--- src/sicfg_regs.svh ---
// register offsets, ranges, exception codes and timing constants of the config bank
`ifndef SICFG_REGS_SVH
`define SICFG_REGS_SVH
`define SICFG_REG_DEC2      8'h19
`define SICFG_REG_DEC3      8'h1A
`define SICFG_REG_DEC4      8'h1B
`define SICFG_REG_DEC5      8'h1C
`define SICFG_REG_DEC6      8'h1D
`define SICFG_REG_ADDR      8'h20
`define SICFG_REG_IDENT     8'h21
`define SICFG_REG_BAUD      8'h22
`define SICFG_REG_PERM      8'h23
`define SICFG_REG_DELAY     8'h25
`define SICFG_REG_VALREPLY  8'h26
`define SICFG_REG_GAP       8'h27
`define SICFG_REG_BRI       8'h2D
`define SICFG_REG_EDIT      8'h2F
`define SICFG_REG_TYPE      8'h30
`define SICFG_REG_VBRI      8'h31
`define SICFG_REG_VALHI     8'h01
`define SICFG_REG_VALLO     8'h02
`define SICFG_REG_FMT       8'h03
`define SICFG_ADDR_MIN      16'h0001
`define SICFG_ADDR_MAX      16'h00FF
`define SICFG_BAUD_MAX      16'h0007
`define SICFG_PERM_MAX      16'h0001
`define SICFG_DELAY_MAX     16'h0005
`define SICFG_BIT_MAX       16'h0001
`define SICFG_GAP_MAX       16'h0063
`define SICFG_BRI_MIN       16'h0001
`define SICFG_BRI_MAX       16'h0008
`define SICFG_TYPE_MAX      16'h0003
`define SICFG_ATTR_MASK     16'h900F
`define SICFG_FC_READ       8'h03
`define SICFG_FC_WRITE1     8'h06
`define SICFG_FC_WRITEN     8'h10
`define SICFG_EXC_NONE      8'h00
`define SICFG_EXC_FUNC      8'h01
`define SICFG_EXC_ADDR      8'h02
`define SICFG_EXC_DATA      8'h03
`define SICFG_EXC_PERM      8'h08
`define SICFG_RST_ADDR      8'h01
`define SICFG_RST_BAUD      3'h3
`define SICFG_RST_BRI       4'h8
`define SICFG_RST_ATTR      16'h8000
`define SICFG_DELAY_C1      10
`define SICFG_DELAY_C2      20
`define SICFG_DELAY_C3      50
`define SICFG_DELAY_C4      100
`define SICFG_DELAY_C5      200
`define SICFG_SECOND_NS     1000000000
`define SICFG_CLK_NS        20
`endif

--- src/sicfg_pkg.sv ---
// types shared by the configuration register bank
package sicfg_pkg;
    // request handling phases
    typedef enum logic [1:0] {
        SICFG_IDLE,
        SICFG_CHECK,
        SICFG_WAIT,
        SICFG_ANSWER
    } sicfg_state_t;

    // state of the bank except the frame gap supervision counters
    typedef struct packed {
        sicfg_state_t state;
        logic         is_write;
        logic [7:0]   func;
        logic [7:0]   reg_addr;
        logic [15:0]  wdata;
        logic         suppress;
        logic [7:0]   exc;
        logic [15:0]  rdata;
        logic [15:0]  attr2;
        logic [15:0]  attr3;
        logic [15:0]  attr4;
        logic [15:0]  attr5;
        logic [15:0]  attr6;
        logic [7:0]   addr_live;
        logic [7:0]   addr_pend;
        logic [2:0]   baud;
        logic         perm;
        logic [2:0]   delay_code;
        logic         val_reply;
        logic [6:0]   gap_s;
        logic [3:0]   bri;
        logic [3:0]   vbri;
        logic         edit;
        logic [1:0]   vtype;
        logic [15:0]  wait_cnt;
        logic         sync1;
        logic         sync2;
    } sicfg_state_s_t;
endpackage

--- src/sicfg_config_bank.sv ---
// configuration registers 19h..31h of the serial indicator with request checking
`timescale 1ns/1ps
`include "sicfg_regs.svh"
module sicfg_config_bank #(
    parameter bit          SIX_DECADES = 1'b0,        // variant select
    parameter logic [15:0] ID_FOUR     = 16'h0A04,    // arbitrary value
    parameter logic [15:0] ID_SIX      = 16'h0A06,    // arbitrary value
    parameter int          UNIT_C_CYC  = 50,          // cycles per delay unit 'c'
    parameter int          SECOND_CYC  = `SICFG_SECOND_NS / `SICFG_CLK_NS
) (
    input  wire logic        core_clk,          // system clock, 50 MHz
    input  wire logic        resetn,            // synchronous reset, active low
    input  wire logic        clk_en,            // freezes all state while low
    input  wire logic        req_valid,         // decoded frame for this slave
    input  wire logic [7:0]  req_func,          // function code
    input  wire logic [7:0]  req_reg,           // register address
    input  wire logic [15:0] req_wdata,         // value to write
    input  wire logic        menu_perm_set,     // front-panel permit, async pin
    input  wire logic        frame_rx,          // pulse per received frame
    output logic             req_ready,         // bank idle, request taken
    output logic             rsp_valid,         // answer ready, one cycle
    output logic             rsp_send,          // answer is to be transmitted
    output logic [7:0]       rsp_exc,           // 0 or exception code
    output logic [15:0]      rsp_rdata,         // read data
    output logic [7:0]       rsp_addr,          // address to answer with
    output logic [2:0]       baud_sel,          // active bit-rate code
    output logic [7:0]       slave_addr,        // active slave address
    output logic [3:0]       bright_level,      // brightness in use
    output logic             edit_slide,        // 1 = sliding edit
    output logic [1:0]       value_type,        // displayed value type
    output logic             gap_enable,        // gap supervision active
    output logic [6:0]       gap_seconds,       // gap limit
    output logic [79:0]      decade_attr,       // attributes decades 2..6
    output logic             write_enabled      // serial writes allowed
);
    sicfg_pkg::sicfg_state_s_t st_reg;          // registered state
    sicfg_pkg::sicfg_state_s_t st_next;         // next state

    // register implemented for the variant
    function automatic logic reg_exists(input logic [7:0] a);
        logic ok;
        ok = 1'b0;
        unique case (a)
            `SICFG_REG_DEC2, `SICFG_REG_DEC3, `SICFG_REG_DEC4,
            `SICFG_REG_ADDR, `SICFG_REG_IDENT, `SICFG_REG_BAUD,
            `SICFG_REG_PERM, `SICFG_REG_DELAY, `SICFG_REG_VALREPLY,
            `SICFG_REG_GAP, `SICFG_REG_BRI, `SICFG_REG_EDIT,
            `SICFG_REG_TYPE, `SICFG_REG_VBRI: ok = 1'b1;
            `SICFG_REG_DEC5, `SICFG_REG_DEC6: ok = SIX_DECADES;
            default: ok = 1'b0;
        endcase
        return ok;
    endfunction

    // value range check per register
    function automatic logic value_ok(input logic [7:0] a, input logic [15:0] v);
        logic ok;
        ok = 1'b1;
        unique case (a)
            `SICFG_REG_ADDR:     ok = (v >= `SICFG_ADDR_MIN) && (v <= `SICFG_ADDR_MAX);
            `SICFG_REG_BAUD:     ok = v <= `SICFG_BAUD_MAX;
            `SICFG_REG_PERM:     ok = v <= `SICFG_PERM_MAX;
            `SICFG_REG_DELAY:    ok = v <= `SICFG_DELAY_MAX;
            `SICFG_REG_VALREPLY: ok = v <= `SICFG_BIT_MAX;
            `SICFG_REG_GAP:      ok = v <= `SICFG_GAP_MAX;
            `SICFG_REG_BRI,
            `SICFG_REG_VBRI:     ok = (v >= `SICFG_BRI_MIN) && (v <= `SICFG_BRI_MAX);
            `SICFG_REG_EDIT:     ok = v <= `SICFG_BIT_MAX;
            `SICFG_REG_TYPE:     ok = v <= `SICFG_TYPE_MAX;
            default:             ok = 1'b1;
        endcase
        return ok;
    endfunction

    // cycle count of the extra reply delay
    function automatic logic [15:0] delay_cycles(input logic [2:0] c);
        logic [15:0] n;
        n = 16'h0000;
        unique case (c)
            3'h1:    n = 16'(`SICFG_DELAY_C1 * UNIT_C_CYC);
            3'h2:    n = 16'(`SICFG_DELAY_C2 * UNIT_C_CYC);
            3'h3:    n = 16'(`SICFG_DELAY_C3 * UNIT_C_CYC);
            3'h4:    n = 16'(`SICFG_DELAY_C4 * UNIT_C_CYC);
            3'h5:    n = 16'(`SICFG_DELAY_C5 * UNIT_C_CYC);
            default: n = 16'h0000; // code 0: none
        endcase
        return n;
    endfunction

    // read mux
    function automatic logic [15:0] read_value(input sicfg_pkg::sicfg_state_s_t s);
        logic [15:0] r;
        r = 16'h0000;
        unique case (s.reg_addr)
            `SICFG_REG_DEC2:     r = s.attr2;
            `SICFG_REG_DEC3:     r = s.attr3;
            `SICFG_REG_DEC4:     r = s.attr4;
            `SICFG_REG_DEC5:     r = s.attr5;
            `SICFG_REG_DEC6:     r = s.attr6;
            `SICFG_REG_ADDR:     r = {8'h00, s.addr_live};
            `SICFG_REG_IDENT:    r = SIX_DECADES ? ID_SIX : ID_FOUR;
            `SICFG_REG_BAUD:     r = {13'h0, s.baud};
            `SICFG_REG_PERM:     r = {15'h0, s.perm};
            `SICFG_REG_DELAY:    r = {13'h0, s.delay_code};
            `SICFG_REG_VALREPLY: r = {15'h0, s.val_reply};
            `SICFG_REG_GAP:      r = {9'h0, s.gap_s};
            `SICFG_REG_BRI:      r = {12'h0, s.bri};
            `SICFG_REG_EDIT:     r = {15'h0, s.edit};
            `SICFG_REG_TYPE:     r = {14'h0, s.vtype};
            `SICFG_REG_VBRI:     r = {12'h0, s.vbri};
            default:             r = 16'h0000;
        endcase
        return r;
    endfunction

    // next-state logic
    always_comb begin
        logic        is_fn_ok;
        logic        is_wr;
        logic        is_value_reg;
        logic [15:0] v;
        st_next      = st_reg;
        is_fn_ok     = 1'b0;
        is_wr        = 1'b0;
        is_value_reg = 1'b0;
        v            = st_reg.wdata;
        // menu permit pin through two flip-flops
        st_next.sync1 = menu_perm_set;
        st_next.sync2 = st_reg.sync1;
        unique case (st_reg.state)
            sicfg_pkg::SICFG_IDLE: begin
                // capture one request
                if (req_valid) begin
                    st_next.func     = req_func;
                    st_next.reg_addr = req_reg;
                    st_next.wdata    = req_wdata;
                    st_next.state    = sicfg_pkg::SICFG_CHECK;
                end
            end
            sicfg_pkg::SICFG_CHECK: begin
                // classify and apply, priority func > perm > addr > data
                is_fn_ok = (st_reg.func == `SICFG_FC_READ) || (st_reg.func == `SICFG_FC_WRITE1)
                           || (st_reg.func == `SICFG_FC_WRITEN);
                is_wr    = (st_reg.func == `SICFG_FC_WRITE1) || (st_reg.func == `SICFG_FC_WRITEN);
                is_value_reg = (st_reg.reg_addr == `SICFG_REG_VALHI) || (st_reg.reg_addr == `SICFG_REG_VALLO)
                               || (st_reg.reg_addr == `SICFG_REG_FMT);
                st_next.is_write = is_wr;
                st_next.suppress = 1'b0;
                st_next.exc      = `SICFG_EXC_NONE;
                st_next.rdata    = 16'h0000;
                if (!is_fn_ok) begin
                    st_next.exc = `SICFG_EXC_FUNC;
                end else if (is_wr && !st_reg.perm) begin
                    st_next.exc = `SICFG_EXC_PERM;
                end else if (is_wr && is_value_reg) begin
                    st_next.suppress = !st_reg.val_reply;           // handled elsewhere, answered only while val_reply is set
                end else if (!reg_exists(st_reg.reg_addr)) begin
                    st_next.exc = `SICFG_EXC_ADDR;
                end else if (is_wr && st_reg.reg_addr == `SICFG_REG_IDENT) begin
                    st_next.exc = `SICFG_EXC_ADDR;                  // read only
                end else if (is_wr && !value_ok(st_reg.reg_addr, v)) begin
                    st_next.exc = `SICFG_EXC_DATA;                  // unchanged
                end else if (is_wr && st_reg.reg_addr == `SICFG_REG_PERM && v[0]) begin
                    st_next.exc = `SICFG_EXC_DATA;                  // cannot unblock serially
                end else if (!is_wr) begin
                    st_next.rdata = read_value(st_reg);
                end else begin
                    st_next.rdata = v;
                    unique case (st_reg.reg_addr)
                        `SICFG_REG_DEC2:     st_next.attr2 = v & `SICFG_ATTR_MASK;
                        `SICFG_REG_DEC3:     st_next.attr3 = v & `SICFG_ATTR_MASK;
                        `SICFG_REG_DEC4:     st_next.attr4 = v & `SICFG_ATTR_MASK;
                        `SICFG_REG_DEC5:     st_next.attr5 = v & `SICFG_ATTR_MASK;
                        `SICFG_REG_DEC6:     st_next.attr6 = v & `SICFG_ATTR_MASK;
                        `SICFG_REG_ADDR:     st_next.addr_pend = v[7:0];            // after answer
                        `SICFG_REG_BAUD:     st_next.baud = v[2:0];                 // before answer
                        `SICFG_REG_PERM:     st_next.perm = 1'b0;
                        `SICFG_REG_DELAY:    st_next.delay_code = v[2:0];
                        `SICFG_REG_VALREPLY: st_next.val_reply = v[0];
                        `SICFG_REG_GAP:      st_next.gap_s = v[6:0];
                        `SICFG_REG_BRI: begin
                            st_next.bri  = v[3:0];
                            st_next.vbri = v[3:0];                                  // display follows
                        end
                        `SICFG_REG_EDIT:     st_next.edit = v[0];
                        `SICFG_REG_TYPE:     st_next.vtype = v[1:0];
                        `SICFG_REG_VBRI:     st_next.vbri = v[3:0];                 // not stored
                        default:             st_next.rdata = v;
                    endcase
                end
                st_next.wait_cnt = delay_cycles(st_reg.delay_code);
                st_next.state    = sicfg_pkg::SICFG_WAIT;
            end
            sicfg_pkg::SICFG_WAIT: begin
                // extra reply delay
                if (st_reg.wait_cnt == 16'h0000) begin
                    st_next.state = sicfg_pkg::SICFG_ANSWER;
                end else begin
                    st_next.wait_cnt = st_reg.wait_cnt - 16'h0001;
                end
            end
            sicfg_pkg::SICFG_ANSWER: begin
                // answer presented this cycle, then the new address takes over
                st_next.addr_live = st_reg.addr_pend;
                st_next.state     = sicfg_pkg::SICFG_IDLE;
            end
        endcase
        // panel permit last, so it beats a serial clear
        if (st_reg.sync2) begin
            st_next.perm = 1'b1; // panel re-enables
        end
    end

    // state register
    always_ff @(posedge core_clk) begin
        if (!resetn) begin
            st_reg            <= '0;
            st_reg.attr2      <= `SICFG_RST_ATTR;
            st_reg.attr3      <= `SICFG_RST_ATTR;
            st_reg.attr4      <= `SICFG_RST_ATTR;
            st_reg.attr5      <= `SICFG_RST_ATTR;
            st_reg.attr6      <= `SICFG_RST_ATTR;
            st_reg.addr_live  <= `SICFG_RST_ADDR;
            st_reg.addr_pend  <= `SICFG_RST_ADDR;
            st_reg.baud       <= `SICFG_RST_BAUD;
            st_reg.perm       <= 1'b1;
            st_reg.val_reply  <= 1'b1;
            st_reg.bri        <= `SICFG_RST_BRI;
            st_reg.vbri       <= `SICFG_RST_BRI;                    // power-up uses stored level
        end else if (clk_en) begin
            st_reg <= st_next;
        end
    end

    // frame gap supervision, seconds since last frame
    logic [31:0] gap_tick_reg;                  // cycles inside a second
    logic [6:0]  gap_sec_reg;                   // elapsed seconds
    logic        gap_expired_reg;               // limit passed
    always_ff @(posedge core_clk) begin
        if (!resetn) begin
            gap_tick_reg    <= 32'h0;
            gap_sec_reg     <= 7'h00;
            gap_expired_reg <= 1'b0;
        end else if (clk_en) begin
            if (frame_rx || st_reg.gap_s == 7'h00) begin
                gap_tick_reg    <= 32'h0; // restart or disabled
                gap_sec_reg     <= 7'h00;
                gap_expired_reg <= 1'b0;
            end else if (gap_tick_reg == 32'(SECOND_CYC - 1)) begin
                gap_tick_reg <= 32'h0;
                if (gap_sec_reg != 7'h7F) begin
                    gap_sec_reg <= gap_sec_reg + 7'h01;
                end
                if (gap_sec_reg + 7'h01 >= st_reg.gap_s) begin
                    gap_expired_reg <= 1'b1;
                end
            end else begin
                gap_tick_reg <= gap_tick_reg + 32'h1;
            end
        end
    end

    // outputs
    assign req_ready     = st_reg.state == sicfg_pkg::SICFG_IDLE;
    assign rsp_valid     = st_reg.state == sicfg_pkg::SICFG_ANSWER;
    assign rsp_send      = !st_reg.suppress;
    assign rsp_exc       = st_reg.exc;
    assign rsp_rdata     = st_reg.rdata;
    assign rsp_addr      = st_reg.addr_live;                        // old address
    assign baud_sel      = st_reg.baud;
    assign slave_addr    = st_reg.addr_live;
    assign bright_level  = st_reg.vbri;
    assign edit_slide    = st_reg.edit;
    assign value_type    = st_reg.vtype;
    assign gap_enable    = st_reg.gap_s != 7'h00;
    assign gap_seconds   = st_reg.gap_s;
    assign decade_attr   = {st_reg.attr6, st_reg.attr5, st_reg.attr4, st_reg.attr3, st_reg.attr2};
    assign write_enabled = st_reg.perm;
endmodule

--- config.mk ---
export PLATFORM = sky130hd
export DESIGN_NAME = sicfg_config_bank
export DESIGN_NICKNAME = d
export VERILOG_FILES = /design/src/sicfg_pkg.sv /design/src/sicfg_config_bank.sv
export VERILOG_INCLUDE_DIRS = /design/src
export SDC_FILE = /design/constraint.sdc
export NUM_CORES = 1
export LEC_CHECK = 0
export BUFFER_PORTS_ARGS = -buffer_cell sky130_fd_sc_hd__buf_2
export CAP_MARGIN = 15
export CELL_PAD_IN_SITES_DETAIL_PLACEMENT = 0
export CELL_PAD_IN_SITES_GLOBAL_PLACEMENT = 2
export CORE_UTILIZATION = 28
export DETAILED_ROUTE_END_ITERATION = 12
export GPL_ROUTABILITY_DRIVEN = 0
export PLACE_DENSITY = 0.81
export SETUP_SLACK_MARGIN = 0.15
export SLEW_MARGIN = 20
export SYNTH_ARGS = -nofsm -noshare
export SYNTH_HDL_FRONTEND = slang
export SYNTH_SLANG_ARGS = --single-unit
--- constraint.sdc ---
create_clock -name core_clk -period 2.7 [get_ports core_clk]
set_clock_uncertainty 0.2 [all_clocks]
set_input_delay 0.27 -clock core_clk [delete_from_list [all_inputs] [get_ports core_clk]]
set_output_delay 0.27 -clock core_clk [all_outputs]
set_load 0.005 [all_outputs]
* Yosys cells after proc, flatten, opt, wreduce, memory -nomap -nowiden
Memory sizes are Yosys's and may differ from the RTL's. A register that Yosys moved wholly into a read port is not among the register bits. Index checks and enable logic that the tools add are counted.
Cells by class: $add $sub $neg 1, order comparisons 8, equal/unequal tests 38, muxes and demuxes 62, bitwise operators 5, reductions and logical operators 49
Operator list (number):
- $mux 96 | 6
- $pmux 16 s16 | 1
- $mux 23 | 9
- $reduce_and 11->1 | 15
- $mux 16 | 7
- $mux 104 | 1
- $eq 8x6->1 const B | 11
- $mux 80 | 1
- $pmux 14 s5 | 1
- $eq 8x5->1 const B | 6
- $le 16x3->1 const B | 2
- $pmux 16 s2 | 1
- $eq 8x2->1 const B | 3
- $mux 1 | 18
- $ge 16x1->1 const B | 1
- $le 16x1->1 const B | 1
- $le 16x2->1 const B | 1
- $le 16x4->1 const B | 1
- $le 16x7->1 const B | 1
- $le 16x8->1 const B | 1
- $logic_not 16->1 | 1
- $mux 8 | 2
- $ne 2x2->1 const B | 8
- $sub 16x1->16 const B | 1
- other kinds (25) | 63
Storage, ports and cells: register bits after elaboration 149, bits in read-only memories 64, input port bits 38, output and inout port bits 142, logic and storage cells 190, memories kept 1
Memories:
- (no name shown) | depth 64, width 1, rd ports 1, clocked after memory_dff 1, wr ports 0, line sicfg_config_bank.sv:43 | unique case (a)

* Depth between registers and ports, before layout
depth in word-level cells 23, gate-level depth with buffers 11, gate-level depth less buffers 9

* Worst setup path after synthesis
OpenSTA, ideal clock, no wires.
path kind register -> register, from register st_reg[183] in the netlist's numbering, to register st_reg (netlist bit rsp_rdata[1]), library setup time 0.067 ns, arrival time 2.427 ns, data required time 2.433 ns, setup slack 0.006 ns, cell stages (with the launch flop) 10, buffers on the path 2, period minus slack after synthesis 2.694 ns, cell sequence dfxtp_1 buf_2 or4b_1 o32a_1 nor3_2 a2111oi_2 o311a_4 or3_4 buf_6 o21ai_2
Between the ends: longest elaborated chain between the ends 17, elaborated cells between the ends (all ways) 45, those cells by class 19 x eq/ne; 16 x mux; 10 x reduce/logical
RTL lines:
- start, declared | line sicfg_config_bank.sv:36 | sicfg_pkg::sicfg_state_s_t st_reg;
- start signal, assigned | line sicfg_config_bank.sv:231 | st_reg <= st_next;
- $eq 8x6->1 | line sicfg_config_bank.sv:59, sicfg_config_bank.sv:94
- $reduce_or 3->1 (no line) or $reduce_or 2->1 (tied branches)
- $pmux 1 s7 | line sicfg_config_bank.sv:59 | unique case (a)
- $mux 1 | line sicfg_config_bank.sv:159 | end else if (is_wr && st_reg.reg_addr == `SICFG_REG_IDENT) begin
- $mux 1 | line sicfg_config_bank.sv:157 | end else if (!reg_exists(st_reg.reg_addr)) begin
- $mux 1 | line sicfg_config_bank.sv:155 | end else if (is_wr && is_value_reg) begin
- $mux 1 | line sicfg_config_bank.sv:153 | end else if (is_wr && !st_reg.perm) begin
- $mux 1 | line sicfg_config_bank.sv:151 | if (!is_fn_ok) begin
- $mux 1 | line sicfg_config_bank.sv:130 | unique case (st_reg.state)
- $logic_not 1->1 | line sicfg_config_bank.sv:161 | end else if (is_wr && !value_ok(st_reg.reg_addr, v)) begin
- $logic_and 1x1->1 | line sicfg_config_bank.sv:161
- $mux 96 | line sicfg_config_bank.sv:161
- $mux 96 | line sicfg_config_bank.sv:159
- $mux 96 | line sicfg_config_bank.sv:157
- $mux 104 * | line sicfg_config_bank.sv:155
- $mux 96 * | line sicfg_config_bank.sv:153
- $mux 96 * | line sicfg_config_bank.sv:151
Mark *: on every way between the ends. The rest lies on a longest branch, timed or not. The select of a mux whose other input is x is not followed. A chain may end at the register's enable or synchronous reset.

* Worst setup path in the final report
from register st_reg[187] in the netlist's numbering, to register st_reg[46] in the netlist's numbering
Between the ends: longest elaborated chain between the ends 13, elaborated cells between the ends (all ways) 42, those cells by class 14 x eq/ne; 12 x mux; 4 x bitwise; 12 x reduce/logical
RTL lines (line):
- $eq 8x6->1 | sicfg_config_bank.sv:59
- $reduce_or 3->1 (no line) or $reduce_or 2->1 (tied branches)
- $pmux 1 s7 | sicfg_config_bank.sv:59
- $mux 1 | sicfg_config_bank.sv:159
- $mux 1 | sicfg_config_bank.sv:157
- $mux 1 | sicfg_config_bank.sv:155
- $mux 1 | sicfg_config_bank.sv:153
- $mux 1 | sicfg_config_bank.sv:151
- $mux 1 | sicfg_config_bank.sv:130
- $logic_not 1->1 | sicfg_config_bank.sv:161
- $logic_and 1x1->1 | sicfg_config_bank.sv:161
- $not 1->1 (no line)
- $reduce_and 11->1 (no line) *
Marked as above.

==> impl_metrics.tcl <==
set metrics [dict create \
    fillerInstances 2975 \
    synth_area_leaders "dfxtp_1 (36%), buf_4 (13%), mux2i_1 (9.0%)" \
    r2r_end "st_reg[46]$_SDFFE_PN0P_" \
    critPathKind "register to register" \
    route.detailed.drc 0 \
    via_per_inst 4.77 \
    setup_violations 34 \
    synth_common_cells "nand2_1 (167), dfxtp_1 (145), buf_4 (137), nor2_1 (82), a21oi_1 (76)" \
    clk_latency_ns 0.44 \
    synth-compound-area-share 0.147 \
    leakage_uw 0.00435 \
    start_util 0.286 \
    yosysTopAreaCellShare 0.363 \
    cts.sinks 145 \
    clk_pin_slew_worst_paths_ns 0.07 \
    n_antenna_cell 0 \
    period_share 1.02 \
    worst_setup_path_end_kind "register" \
    crit_chain "or4b_4, buf_8, o32a_1, nor3_4, a2111oi_4, o311a_4, buf_6, nand3b_1, buf_6, mux2i_1" \
    post-dp-hpwl_um 17900 \
    r2r_cells 10 \
    grt-ovfl-total 0 \
    rsz0062_at_grt "yes" \
    hold_path_depth 3 \
    drive_gt1_frac 0.279 \
    vdd_drop_max_v 0.000468 \
    port-buffer-count 123 \
    p_total_uw 5200 \
    grt_pass1_wl_um 37600 \
    synth_top_family_by_area "simple AND/OR/NAND/NOR gates" \
    crit_required_ns 2.81 \
    period_needed_ns 2.76 \
    rr_startpoint "st_reg[187]$_SDFFE_PN0P_" \
    final_max_slew_viol_count 0 \
    die-area_um2 29200 \
    synth-xor-area-share 0.00768 \
    arrival_ns 2.87 \
    worst_slack_ns -0.0589 \
    hold_slack_ns 0.00531 \
    clockBufferDepth 2 \
    ys_seq_area_frac 0.363 \
    violations "negative setup slack" \
    rows 61 \
    final_cells 1502 \
    yosys_warnings 0 \
    max-slew-margin-rel 0.618 \
    grt_pass1_vias 6548 \
    fin_nets 1154 \
    die_w_um 171 \
    syn2layout_area_growth_pct 24.5 \
    grt_max_degree 50 \
    grt_usage 0.171 \
    drtPass1Iterations 5 \
    hold_path.class "primary input to register" \
    tightest_slew_ns 0.573 \
    critPathLaunch "st_reg[187]$_SDFFE_PN0P_" \
    die_y_um 171 \
    drt.antenna.violating_nets 0 \
    post-place-cells 1424 \
    crit_slowest_cell "or4b_4" \
    cts_root_buffer "clkbuf_16" \
    vias 7167 \
    synth_seq_cells 145 \
    synth_cell_types 74 \
    routed_wl_um 24800 \
    cts_tree "done" \
    core_area_um2 27900 \
    synth.most_common_cell "nand2_1" \
    finish.utilization 0.356 \
    crit_top_cell "buf_6" \
    yosys.area_share.simple 0.213 \
    ff2ff_setup_slack_ns -0.06 \
    synthFlopType "dfxtp_1" \
    max_freq_ghz 0.362 \
    startpoint_type "register" \
    powerDensity_nw_per_um2 523 \
    synthArstFlopShare 0 \
    synth_edf_count 0 \
    io_pins 180 \
    cap_violations 0 \
    cpPeakStageDelay_ns 0.53 \
    synthesis.area_um2 7990 \
    place_ws_ns -0.174 \
    synth_area_leader_cell "dfxtp_1" \
    synth_cells 985 \
    status "complete, but fails checks" \
    hold_viol 0 \
    syn_area_per_cell_um2 8.11 \
    wl_per_cell_um 16.5 \
    antenna_found_initial 2 \
    cp_max_fo 6 \
    largest_register_ffs 68 \
    endpoint "st_reg[46]$_SDFFE_PN0P_" \
    drt-initial-drc-count 457 \
    cts_buffers 17 \
    synth_mux_area_frac 0.0930 \
    synthAdderAreaFrac 0.00783 \
    htree_levels 4 \
]
## metrics by stage
| stage | instance area, um^2 | TNS, ns |
|---|---|---|
| detailed placement | 8630 | -2.16 |
| global route | 9940 | -7.02 |
| floorplan | 8220 | 0 |
| CTS | 9850 | -1.21 |
| global placement | 8630 | -1.81 |
| finish | 9940 | -0.940 |
## cells by family (layout without fill, tap and decap cells)
| kind of cell | after synthesis | in the layout |
|---|---|---|
| buffers and inverters | 214 | 297 |
| adders and majority gates | 5 | 5 |
| muxes | 74 | 74 |
| DFF | 145 | 145 |
| AOI/OAI and AO/OA | 178 | 179 |
| other | 1 | 55 |
| and+or+nand+nor | 361 | 362 |
| xor gates and xnor gates | 7 | 7 |
## worst max-delay path, delay by kind of cell, from the launching register on
family	cells	cell delay, ns
mux	1	0.11
simple gates	3	0.90
buf+inv	3	0.47
flops	1	0.32
compound gates	3	0.64
## worst min path at each step
stage	startpoint	endpoint	slack (ns)
after global routing	resetn	st_reg[12]$_SDFFE_PN0P_	0.03
after detailed placement	rsp_rdata[4]$_SDFFE_PN0P_	rsp_rdata[4]$_SDFFE_PN0P_	0.24
after global placement	rsp_rdata[3]$_SDFFE_PN0P_	rsp_rdata[3]$_SDFFE_PN0P_	0.23
final	resetn	st_reg[12]$_SDFFE_PN0P_	0.005
after CTS	resetn	st_reg[12]$_SDFFE_PN0P_	0.01
after floorplan	req_func[3]	st_reg[192]$_SDFFE_PN0P_	0.21
## what timing repair did
| action | in CTS | in global routing |
|---|---|---|
| resized for setup | 41 | 18 |
| endpoints found under the setup margin | 80 | 89 |
| cloned | 3 | 0 |
| setup buffers | 8 | 2 |
| hold buffers | 33 | 0 |
| hold endpoints to repair | 33 | 0 |
| pin swaps | 9 | 15 |
## area by class of cell
| type | instances | area [um^2] | share of cell area |
|---|---|---|---|
| well taps | 378 | 473 | 0.0476 |
| inverters | 17 | 63.8 | 0.00642 |
| flip-flops and latches | 145 | 2910 | 0.293 |
| multi-input cells | 682 | 4180 | 0.420 |
| clock inverters | 14 | 155 | 0.0156 |
| repair buffers | 248 | 1730 | 0.174 |
| clock buffers | 18 | 439 | 0.0442 |
## cells in the final DEF, fill, tap and decap left out, types with 4 or more instances in the layout
cell           instances
o211ai_1               5
o21ai_0               18
nor2_1                80
or3_4                  4
or3_1                  6
and3_1                 6
inv_6                  5
inv_8                  7
buf_6                 13
nand3b_1               9
a31oi_1                4
inv_1                 16
nand3_1               25
buf_2                123
mux2i_1               72
nor3b_1                4
conb_1                55
xnor2_1                6
dfxtp_1              140
dlygate4sd3_1         33
a22oi_1               16
ha_1                   5
nor3_1                11
nor4_1                10
nand2_1              163
a21oi_1               76
o21ai_2               11
dfxtp_2                5
o31ai_1                5
a211oi_1               5
a221oi_1               4
clkbuf_16             17
buf_4                 75
or2_2                  4
## report_power, final
| part | switching (uW) | internal, uW |
|---|---|---|
| clock | 1120 | 1270 |
| combinational | 354 | 236 |
| sequential | 36.0 | 2180 |
## metal layers
metal	part of all wire	global-route usage	vias to the layer above
li1	-	-	3467
met1	0.45	0.222	3416
met2	0.47	0.275	239
met3	0.059	0.0430	43
met4	0.023	0.0575	2
met5	0.00044	0	-
(Power assumes the default switching activity.)
